**config.mk**
```make
export PLATFORM = sky130hd
export DESIGN_NAME = pcs_top
export DESIGN_NICKNAME = d
export VERILOG_FILES = /design/src/core/pcs_pkg.sv /design/src/core/pcs_stack.sv /design/src/core/pcs_next_pc.sv /design/src/core/pcs_top.sv
export SDC_FILE = /design/constraint.sdc
export NUM_CORES = 1
export LEC_CHECK = 0
export BUFFER_PORTS_ARGS = -buffer_cell sky130_fd_sc_hd__buf_4
export CORE_ASPECT_RATIO = 0.7
export CORE_MARGIN = 2
export CORE_UTILIZATION = 45
export CTS_CLUSTER_DIAMETER = 120
export DETAILED_ROUTE_END_ITERATION = 16
export PLACE_DENSITY_LB_ADDON = 0.1
export SETUP_SLACK_MARGIN = 0.02
export SLEW_MARGIN = 10
export SYNTH_ARGS = -nofsm -noshare
export SYNTH_HDL_FRONTEND = slang
export SYNTH_SLANG_ARGS = --single-unit
```
**constraint.sdc**
```tcl
create_clock -name clock_in -period 3.2 [get_ports clock_in]
set_input_delay 0.16 -clock clock_in [delete_from_list [all_inputs] [get_ports clock_in]]
set_output_delay 0.16 -clock clock_in [all_outputs]
set_load 0.02 [all_outputs]
```
**src/core/pcs_pkg.sv**
```systemverilog
// Constants and types shared by the program counter and return stack.
// Assumes a single core instruction clock with an active-low asynchronous reset.
package pcs_pkg;

  // ==========================================================================
  // Widths and depths.
  localparam int PCS_PC_W = 13;
  localparam int PCS_HI_W = 5;
  localparam int PCS_PAGE_W = 11;
  localparam int PCS_STACK_DEPTH = 8;
  localparam int PCS_PTR_W = 3;

  // ==========================================================================
  // Field positions and reset values.
  localparam int PCS_LOW_MSB = 7;
  localparam int PCS_PAGE_SEL_LSB = 3;
  localparam logic [12:0] PCS_PC_RESET = 13'h0000;
  localparam logic [4:0] PCS_LATCH_RESET = 5'h00;
  localparam logic [2:0] PCS_PTR_RESET = 3'h0;
  localparam logic [12:0] PCS_PC_STEP = 13'h0001;

  // ==========================================================================
  // Program-counter load sources, one-hot.
  typedef enum logic [4:0] {
    PCS_SRC_INC    = 5'h01,
    PCS_SRC_LOW_WR = 5'h02,
    PCS_SRC_BRANCH = 5'h04,
    PCS_SRC_POP    = 5'h08,
    PCS_SRC_VECTOR = 5'h10
  } pcs_src_t;

endpackage

```
**src/core/pcs_stack.sv**
```systemverilog
// Eight-entry circular return-address store with a hidden pointer.
// Assumes push and pop are never requested in the same cycle.
`timescale 1ns/1ps
module pcs_stack #(
  parameter int DEPTH = pcs_pkg::PCS_STACK_DEPTH,
  parameter int WIDTH = pcs_pkg::PCS_PC_W
) (
  input wire logic clock_in,
  input wire logic rst_n_in,
  input wire logic push_in,
  input wire logic pop_in,
  input wire logic [WIDTH-1:0] push_data_in,
  output logic [WIDTH-1:0] top_out
);
  import pcs_pkg::*;

  logic [WIDTH-1:0] entry_r [DEPTH];
  logic [PCS_PTR_W-1:0] ptr_r;
  logic [PCS_PTR_W-1:0] ptr_below;

  assign ptr_below = ptr_r - 3'h1;
  // Top of stack is the slot just below the write pointer.
  assign top_out = entry_r[ptr_below];

  // =========================================================================
  // Pointer wraps silently in both directions; nothing flags the wrap.
  always_ff @(posedge clock_in or negedge rst_n_in) begin
    if (!rst_n_in) begin
      ptr_r <= PCS_PTR_RESET;
    end else if (push_in) begin
      ptr_r <= ptr_r + 3'h1;
    end else if (pop_in) begin
      ptr_r <= ptr_below;
    end
  end

  // =========================================================================
  // Storage: the ninth push lands on the first slot again.
  generate
    for (genvar i = 0; i < DEPTH; i++) begin : g_slot
      always_ff @(posedge clock_in or negedge rst_n_in) begin
        if (!rst_n_in) begin
          entry_r[i] <= '0;
        end else if (push_in && (ptr_r == PCS_PTR_W'(i))) begin
          entry_r[i] <= push_data_in;
        end
      end
    end
  endgenerate

  chk_push_wraps: assert property (@(posedge clock_in) disable iff (!rst_n_in)
    push_in |=> ptr_r == $past(ptr_r) + 3'h1)
    else $error("stack pointer did not advance on push");
  chk_pop_reads: assert property (@(posedge clock_in) disable iff (!rst_n_in)
    (pop_in && !push_in) |=> ptr_r == $past(ptr_r) - 3'h1)
    else $error("stack pointer did not step back on pop");
endmodule

```
**src/core/pcs_next_pc.sv**
```systemverilog
// Selects the next program counter from the active load source.
// Assumes the source is one-hot and the latch is already registered.
`timescale 1ns/1ps
module pcs_next_pc (
  input wire pcs_pkg::pcs_src_t src_in,
  input wire logic [12:0] pc_in,
  input wire logic [7:0] low_data_in,
  input wire logic [4:0] latch_in,
  input wire logic [10:0] target_in,
  input wire logic [12:0] pop_pc_in,
  input wire logic [12:0] vector_in,
  output logic [12:0] next_out
);
  import pcs_pkg::*;

  // =========================================================================
  // Next-PC mux.
  always_comb begin
    case (src_in)
      PCS_SRC_LOW_WR: next_out = {latch_in, low_data_in};
      PCS_SRC_BRANCH: next_out = {latch_in[4:PCS_PAGE_SEL_LSB], target_in};
      PCS_SRC_POP: next_out = pop_pc_in;
      PCS_SRC_VECTOR: next_out = vector_in;
      default: next_out = pc_in + PCS_PC_STEP;
    endcase
  end
endmodule

```
**src/core/pcs_top.sv**
```systemverilog
// Program counter, high latch and return stack of the core.
// Assumes one command strobe per cycle from the instruction decoder.
`timescale 1ns/1ps
module pcs_top #(
  parameter logic [12:0] INT_VECTOR = 13'h0004
) (
  input wire logic clock_in,
  input wire logic rst_n_in,
  input wire logic fetch_in,
  input wire logic low_write_in,
  input wire logic [7:0] low_data_in,
  input wire logic latch_write_in,
  input wire logic [4:0] latch_data_in,
  input wire logic call_in,
  input wire logic jump_in,
  input wire logic [10:0] target_in,
  input wire logic return_in,
  input wire logic return_with_literal_in,
  input wire logic return_from_interrupt_in,
  input wire logic int_entry_in,
  output logic [12:0] pc_out,
  output logic [7:0] pc_low_byte_reg_out,
  output logic [4:0] pc_high_latch_out
);
  import pcs_pkg::*;

  logic [12:0] pc_r;
  logic [12:0] pc_nxt;
  logic [4:0] pc_high_latch_r;
  logic [12:0] stack_top;
  logic push_req;
  logic pop_req;
  logic load_any;
  pcs_src_t src;

  // =========================================================================
  // Stack requests.
  assign push_req = call_in | int_entry_in;
  assign pop_req = return_in | return_with_literal_in | return_from_interrupt_in;
  assign load_any = push_req | pop_req | jump_in | low_write_in;

  // Source priority: interrupt, pop, branch, low-byte write, increment.
  always_comb begin
    if (int_entry_in) begin
      src = PCS_SRC_VECTOR;
    end else if (pop_req) begin
      src = PCS_SRC_POP;
    end else if (call_in || jump_in) begin
      src = PCS_SRC_BRANCH;
    end else if (low_write_in) begin
      src = PCS_SRC_LOW_WR;
    end else begin
      src = PCS_SRC_INC;
    end
  end

  pcs_next_pc u_next (
    .src_in(src),
    .pc_in(pc_r),
    .low_data_in(low_data_in),
    .latch_in(pc_high_latch_r),
    .target_in(target_in),
    .pop_pc_in(stack_top),
    .vector_in(INT_VECTOR),
    .next_out(pc_nxt)
  );

  // The return address is the word after the one being executed.
  pcs_stack u_stack (
    .clock_in(clock_in),
    .rst_n_in(rst_n_in),
    .push_in(push_req),
    .pop_in(pop_req && !push_req),
    .push_data_in(pc_r + PCS_PC_STEP),
    .top_out(stack_top)
  );

  // =========================================================================
  // Program counter register; reset clears every bit, upper bits included.
  always_ff @(posedge clock_in or negedge rst_n_in) begin
    if (!rst_n_in) begin
      pc_r <= PCS_PC_RESET;
    end else if (fetch_in || load_any) begin
      pc_r <= pc_nxt;
    end
  end

  // High latch changes only by its own write, never by push or pop.
  always_ff @(posedge clock_in or negedge rst_n_in) begin
    if (!rst_n_in) begin
      pc_high_latch_r <= PCS_LATCH_RESET;
    end else if (latch_write_in) begin
      pc_high_latch_r <= latch_data_in;
    end
  end

  // =========================================================================
  // Software sees only the low byte; the upper bits have no read path.
  assign pc_low_byte_reg_out = pc_r[PCS_LOW_MSB:0];
  assign pc_high_latch_out = pc_high_latch_r;
  assign pc_out = pc_r;

  // =========================================================================
  // Stack fill tracker, used only by the wrap cover below.
  // The hardware itself keeps no such count, so nothing here reaches software;
  // it merely lets a cover see the moment the ninth push overwrites a slot.
  logic [3:0] fill_r;

  // Saturates at the depth on pushes and stops at zero on pops.
  always_ff @(posedge clock_in or negedge rst_n_in) begin
    if (!rst_n_in) begin
      fill_r <= 4'h0;
    end else if (push_req) begin
      if (fill_r != 4'(PCS_STACK_DEPTH)) begin
        fill_r <= fill_r + 4'h1;
      end
    end else if (pop_req) begin
      if (fill_r != 4'h0) begin
        fill_r <= fill_r - 4'h1;
      end
    end
  end

  // =========================================================================
  // Checks.
  // Low-byte write with nothing of higher priority loads latch and data.
  chk_low_write_load: assert property (@(posedge clock_in) disable iff (!rst_n_in)
    (low_write_in && !push_req && !pop_req && !jump_in) |=>
      pc_r == {$past(pc_high_latch_r), $past(low_data_in)})
    else $error("low-byte write did not load from latch");

  // A jump takes its page from the two top latch bits.
  chk_branch_page: assert property (@(posedge clock_in) disable iff (!rst_n_in)
    (jump_in && !int_entry_in && !pop_req) |=>
      pc_r == {$past(pc_high_latch_r[4:3]), $past(target_in)})
    else $error("branch page wrong");

  // A return right after a call lands on the word after the call.
  chk_call_return: assert property (@(posedge clock_in) disable iff (!rst_n_in)
    (call_in && !int_entry_in && !pop_req) ##1 (return_in && !push_req) |=>
      pc_r == $past(pc_r, 2) + 13'h0001)
    else $error("return did not restore call address");

  // Interrupt entry always goes to the vector.
  chk_vector_entry: assert property (@(posedge clock_in) disable iff (!rst_n_in)
    int_entry_in |=> pc_r == INT_VECTOR)
    else $error("interrupt entry missed vector");

  // Stack traffic never disturbs the latch.
  chk_latch_held: assert property (@(posedge clock_in) disable iff (!rst_n_in)
    (!latch_write_in && (push_req || pop_req)) |=> $stable(pc_high_latch_r))
    else $error("latch changed on stack op");

  // A plain fetch moves one word on.
  chk_inc_step: assert property (@(posedge clock_in) disable iff (!rst_n_in)
    (fetch_in && !load_any) |=> pc_r == $past(pc_r) + 13'h0001)
    else $error("counter did not advance");

  // With no fetch and no load the counter keeps its value.
  chk_hold_idle: assert property (@(posedge clock_in) disable iff (!rst_n_in)
    (!fetch_in && !load_any) |=> $stable(pc_r))
    else $error("counter moved while idle");

  // The readable low byte shows what software wrote.
  chk_low_view: assert property (@(posedge clock_in) disable iff (!rst_n_in)
    (low_write_in && !push_req && !pop_req && !jump_in) |=>
      pc_low_byte_reg_out == $past(low_data_in))
    else $error("low byte view mismatch");

  // While reset is held the counter sits at zero, upper bits included.
  chk_reset_upper: assert property (@(posedge clock_in)
    !rst_n_in |-> pc_r == PCS_PC_RESET)
    else $error("counter not cleared in reset");

  // While reset is held the latch sits at its reset value.
  chk_latch_reset: assert property (@(posedge clock_in)
    !rst_n_in |-> pc_high_latch_r == PCS_LATCH_RESET)
    else $error("latch not cleared in reset");

  // A latch write puts the written data into the latch on the next cycle.
  chk_latch_write: assert property (@(posedge clock_in) disable iff (!rst_n_in)
    latch_write_in |=> pc_high_latch_r == $past(latch_data_in))
    else $error("latch write not taken");

  // A call also takes its page from the two top latch bits.
  chk_call_page: assert property (@(posedge clock_in) disable iff (!rst_n_in)
    (call_in && !int_entry_in && !pop_req) |=>
      pc_r == {$past(pc_high_latch_r[4:3]), $past(target_in)})
    else $error("call page wrong");

  // Any branch leaves the two top bits equal to the latch page bits.
  chk_page_kept: assert property (@(posedge clock_in) disable iff (!rst_n_in)
    ((call_in || jump_in) && !int_entry_in && !pop_req) |=>
      pc_r[12:11] == $past(pc_high_latch_r[4:3]))
    else $error("branch left its page");

  // A pop loads the whole stored counter from the stack top.
  chk_pop_src: assert property (@(posedge clock_in) disable iff (!rst_n_in)
    (pop_req && !push_req) |=> pc_r == $past(stack_top))
    else $error("pop did not restore stack top");

  // A push leaves the return address on top of the stack.
  chk_push_ret: assert property (@(posedge clock_in) disable iff (!rst_n_in)
    push_req |=> stack_top == $past(pc_r) + 13'h0001)
    else $error("push stored wrong return address");

  // Return-with-literal after a call also lands after the call.
  chk_rwl_restore: assert property (@(posedge clock_in) disable iff (!rst_n_in)
    (call_in && !int_entry_in && !pop_req) ##1 (return_with_literal_in && !push_req) |=>
      pc_r == $past(pc_r, 2) + 13'h0001)
    else $error("literal return did not restore");

  // Return from interrupt lands after the interrupted word.
  chk_rfi_restore: assert property (@(posedge clock_in) disable iff (!rst_n_in)
    int_entry_in ##1 (return_from_interrupt_in && !push_req) |=>
      pc_r == $past(pc_r, 2) + 13'h0001)
    else $error("interrupt return did not restore");

  // The load source decode is always one-hot.
  chk_src_onehot: assert property (@(posedge clock_in) disable iff (!rst_n_in)
    $onehot(src))
    else $error("load source not one-hot");

  // =========================================================================
  // Covers for the main scenarios.
  cov_call: cover property (@(posedge clock_in) disable iff (!rst_n_in) call_in ##[1:20] return_in);
  cov_int: cover property (@(posedge clock_in) disable iff (!rst_n_in) int_entry_in ##[1:20] return_from_interrupt_in);
  cov_low: cover property (@(posedge clock_in) disable iff (!rst_n_in) low_write_in);
  cov_wrap: cover property (@(posedge clock_in) disable iff (!rst_n_in) push_req && (fill_r == 4'h8));
  cov_rwl: cover property (@(posedge clock_in) disable iff (!rst_n_in) call_in ##[1:20] return_with_literal_in);
endmodule

```
Yosys cells after proc, flatten, opt, wreduce, memory -nomap -nowiden:

Index checks and enable logic that the tools add are counted.

* word-level logic and storage cells: 57
* bits of input ports: 35
* output and inout port bits: 26
* flip-flop bits (word level): 125

* $lt $le $gt $ge: 1
* mux-type cells: 10
* equality and inequality tests: 11
* bitwise logic cells: 7
* add/sub/neg operators: 3
* reductions and logical operators: 14

Operators with widths (count)
* one-hot mux 13 bit (4 select lines): 1
* binary-select mux 13 bit (select 3 bit): 1
* two-way mux 13 bit: 2
* adder 13 x 1 -> 13 bit, second input constant: 1
* == test 3 bit, second input constant: 4
* two-way mux 5 bit: 2
* logical AND 1 bit: 9
* two-way mux 3 bit: 3
* == test 3 x 2 -> 1 bit, second input constant: 2
* OR 1 bit: 6
* == test 5 x 2 -> 1 bit, second input constant: 1
* == test 5 x 3 -> 1 bit, second input constant: 1
* == test 5 x 4 -> 1 bit, second input constant: 1
* == test 5 bit, second input constant: 1
* greater-or-equal comparator 4 bit, second input constant: 1
* NOT 3 -> 4 bit: 1
* adder 3 x 1 -> 3 bit, second input constant: 1
* == test 3 x 1 -> 1 bit, second input constant: 1
* logical NOT 3 bit: 1
* subtractor 3 x 1 -> 3 bit, second input constant: 1
* logical OR 1 bit: 2
* two-way mux 2 bit: 1
* nonzero test 2 bit: 1
* logical NOT 1 bit: 1

Logic depth before layout (Yosys ltp):

* depth after elaboration: 6
* depth in mapped cells: 9
* mapped depth without buffers: 6

Hierarchy:

From an unflattened synthesis, not the netlist that was laid out.

* cell total of the unflattened synthesis: 567
* area, all modules: 6941.7 um^2

By module, submodules not included
* pcs_stack: times used 1, cells an instance 384, area each 5131.2 um^2, seq. area each 2677.6 um^2
* pcs_top: times used 1, cells an instance 90, area each 1062.3 um^2, seq. area each 450.4 um^2
* pcs_next_pc: times used 1, cells an instance 93, area each 748.2 um^2, seq. area each 0.0 um^2

Worst setup path after synthesis:

No wires, ideal clock.

* path type: register to register
* from: reg u_stack.ptr_r[0]
* to: reg pc_r[3] (netlist: pc_out[3])
* buffers on the path: 4
* setup time: 0.133 ns
* stages on the path, launching flop included: 10
* arrival time: 2.358 ns
* period minus slack after synthesis: 2.491 ns
* data required time: 3.067 ns
* slack: 0.709 ns
* cells stage by stage: dfrtp_1 > buf_6 > buf_2 > inv_1 > ha_1 > buf_2 > clkbuf_1 > mux4_2 > a22oi_1 > a32oi_1

* word-level cells in the longest chain between the ends: 6

RTL lines
* from (decl): line pcs_stack.sv:18 `logic [PCS_PTR_W-1:0] ptr_r;`
* from (signal assigned): line pcs_stack.sv:31 `ptr_r <= ptr_r + 3'h1;`
* from (signal assigned): line pcs_stack.sv:33 `ptr_r <= ptr_below;`
* subtractor 3 x 1 -> 3 bit: line pcs_stack.sv:21 `assign ptr_below = ptr_r - 3'h1;`
* NOT 3 -> 4 bit (implied by the code): line pcs_stack.sv:23 `assign top_out = entry_r[ptr_below];`
* binary-select mux 13 bit (select 3 bit): line pcs_stack.sv:23
* two-way mux 13 bit (implied by the code) (2 in a row): line pcs_stack.sv:23
* one-hot mux 13 bit (4 select lines): line pcs_next_pc.sv:19 `case (src_in)`
* to (signal assigned): line pcs_top.sv:84 `pc_r <= pc_nxt;`
* to (decl): line pcs_top.sv:27 `logic [12:0] pc_r;`

No other way between the ends. The select of a mux whose other input is x is not followed.
A chain may end at the register's enable or synchronous reset.

Worst setup path in the final report:

* from: reg pc_r[0] (netlist: pc_out[0])
* to: reg u_stack.entry_r[64] in the netlist's numbering

* word-level cells in the longest chain between the ends: 1

RTL lines
* adder 13 x 1 -> 13 bit: line pcs_top.sv:74 `.push_data_in(pc_r + PCS_PC_STEP),`
* to (signal, indexed assignment): line pcs_stack.sv:45 `entry_r[i] <= push_data_in;`
* to (decl): line pcs_stack.sv:17 `logic [WIDTH-1:0] entry_r [DEPTH];`

No other way between the ends.

==> run metrics <==
outcome finished clean; CP Class flop to flop; crit start category flop; Die W 143 µm; Clock transition at path regs about 60 ps; CTS tree yes; Nets 659; Critical Path AT 2670 ps; Crit. End Element flop; Synth-to-Final Area Change 20.5%; setup repair after global routing missed its margin no; most common cell after layout, fill and taps aside dfrtp_1; DR vias 4,577; Distinct cells, synth 53; most frequent cells in the layout 124 x dfrtp_1, 116 x nand2_1, 97 x o21ai_0; Worst Path Required 3450 ps; global-route wire length before repair 25,700 µm; CP max stage delay 670 ps; top cell type by total area after synthesis dfrtp_1; total global-route track usage 23.6%; hold-fix buffers at CTS 6; starting density of the core 46.2%; register area share after synthesis 51.2%; Tcrit/Tclk final 75.8%; total number of yosys warnings 0; switching power 0.00268 W; cell family with most CP delay flip-flops; HP Class input pin to flop; H-tree depth 4; Async SR Flop Fraction 100%; Final Hold Viols 0; VDD IR-drop max 0.406 mV; Worst-Skew Late Latency 410 ps; syn_nets 605; Syn Area/Cell 10.9 µm²; Synth Instances 562; drt total wl 16,100 µm; Post-synth EDFFs 0; WL per Instance between 15 and 20 µm; worst path bufs/invs 1; critical path, cell by cell ha_1 -> inv_1 -> nor4_1 -> xnor2_1 -> o21ai_0; Multi-input gate area 0.00274 mm²; Die Y between 100 and 150 µm; Reg area 0.00313 mm²; combinational power share 34.9%; Highest Clock Rate 412 MHz; Initial DRT Pass Iterations 5; Max clock buf depth 2; die area 0.0145 mm²; Static Leakage 3.16 nW; area share of the leading cell type in the synthesized netlist 51.2%; Port Buf Inserts 60; Reg power frac 37.0%; drt via density 5.62; residual DRC count 0; Post-CTS Setup Inserts 0; TritonCTS Buffers 17; Max-cap violations 0; Root Buffer clkbuf_16; post_cts resized 0; setup tns final 0 ps; Finish-stage setup viols 0; clk_skew 8.28 ps; CTS sink count ~130; fillers 1,162; slew margin rel. 40.9%; initial antenna violation count 0; Initial DRC Count approximately 250; Diodes inserted 0; # rows 35; Most used DFF post-synth dfrtp_1; HPWL Detailed approximately 11,000 µm; routability cong. about 0.85; number of global-route vias before repair ~4,500; WHS between 20 and 30 ps; I/O Pins just over 60; top post-synthesis cells by area dfrtp_1 51%, mux4_2 8.5%, o21ai_0 7.9%; Std-Cell Core Area 0.0132 mm²; Slowest-stage cell, CP dfrtp_1; fin. max-slew vios 0; Clock power frac around 28%; PD cells 995 mW/mm²; layout cells sized above 1 24.8%; switching share of power 36.5%; min Tclk post-route 2420 ps; pin slew with the least headroom to its limit 884 ps; crit path max fanout 16; Yosys reg bits 125; largest net degree at the start of global routing 70; Post-Synthesis Cell Area slightly above 0.006 mm²; gr ovfl total 0; Internal 0.00465 W; Final Core Density 55.7%; Final ANT Viol Nets 0
synth_stat cells (3+ instances only):
library cell / count
o21ai_0: 97
buf_4: 10
nor3_2: 4
nor4_1: 4
nor4b_1: 4
nor2b_1: 3
a32oi_1: 7
clkbuf_1: 18
nor3_1: 6
mux4_1: 3
mux2_2: 13
a22oi_1: 12
nor2_1: 6
nand2_1: 116
mux4_2: 23
nand4_1: 4
nand3_2: 3
xnor2_1: 14
buf_2: 13
o21ai_1: 11
xor2_1: 8
inv_1: 6
nand3_1: 10
ha_1: 8
dfrtp_1: 125
power groups by stage:
stage | combinational [W] | sequential, W | clock (W)
5_1_grt | 0.00282 | 0.00278 | 0.00216
6_report | 0.00256 | 0.00271 | 0.00206
2_1_floorplan | 0.00185 | 0.00257 | 0
3_3_place_gp | 0.00248 | 0.00270 | 0
4_1_cts | 0.00257 | 0.00269 | 0.00209
3_5_place_dp | 0.00255 | 0.00271 | 0
through the flow:
stage / power (W) / area (µm²) / std cells / worst slack (ps)
detailed placement: 0.00526 / 6670 / 776 / 881
global placement: 0.00518 / 6670 / 776 / 927
global route: 0.00776 / 7370 / 814 / 532
floorplan: 0.00442 / 6110 / 562 / 709
CTS: 0.00735 / 7370 / 814 / 867
finish: 0.00733 / 7370 / 814 / 775
final timing paths:
check / from / endpoint / slack (ps) / depth (start not counted)
worst max register to register: pc_out[0] / u_stack.entry_r[64] / 780 / 5
worst min register to register: u_stack.entry_r[71] / u_stack.entry_r[71] / 480 / 2
worst max-delay path: pc_out[0] / u_stack.entry_r[64] / 780 / 5
worst min-delay path: target_in[0] / pc_out[0] / 30 / 3
max in group asynchronous: rst_n_in / u_stack.entry_r[10] / 2030 / 3
min in group asynchronous: rst_n_in / u_stack.entry_r[31] / 350 / 2
sequential cells by signal (all words and copies together), names as in the netlist:
register           count
u_stack.entry_r      104
pc_out                13
pc_high_latch_out      5
u_stack.ptr_r          3
cell type report:
class	instances	area share (%)
tap	185	3.14
sequential	125	42.5
clock inverter	13	2.56
inverter	6	0.306
multi-input combinational	388	37.2
clock buffer	19	6.01
timing repair buffer	78	8.32
routing by layer:
| layer | vias up | track usage [%] | wire length [µm] |
|---|---|---|---|
| met2 | 148 | 34.8 | 6950 |
| met4 | 0 | 4.60 | 96 |
| met3 | 8 | 6.81 | 1180 |
| met5 | - | 0 | 0 |
| met1 | 2285 | 35.2 | 7870 |
| li1 | 2136 | - | - |
worst reg2reg max path, cell delays in order (launching register included):
cell and delay [ps]:
dfrtp_1 670, ha_1 430, inv_1 160, nor4_1 400, xnor2_1 430, o21ai_0 180
logic make-up (layout without fill, tap and decap cells):
family	Yosys count	in the layout	share of synthesized area [%]
and+or+nand+nor	175	175	14.0
DFF	125	125	51.2
adders and majority gates	8	8	1.64
muxes	40	40	12.3
xor gates and xnor gates	22	22	3.15
AOI/OAI and AO/OA	143	143	13.6
buffers and inverters	49	116	4.03
(Power assumes the default switching activity.)
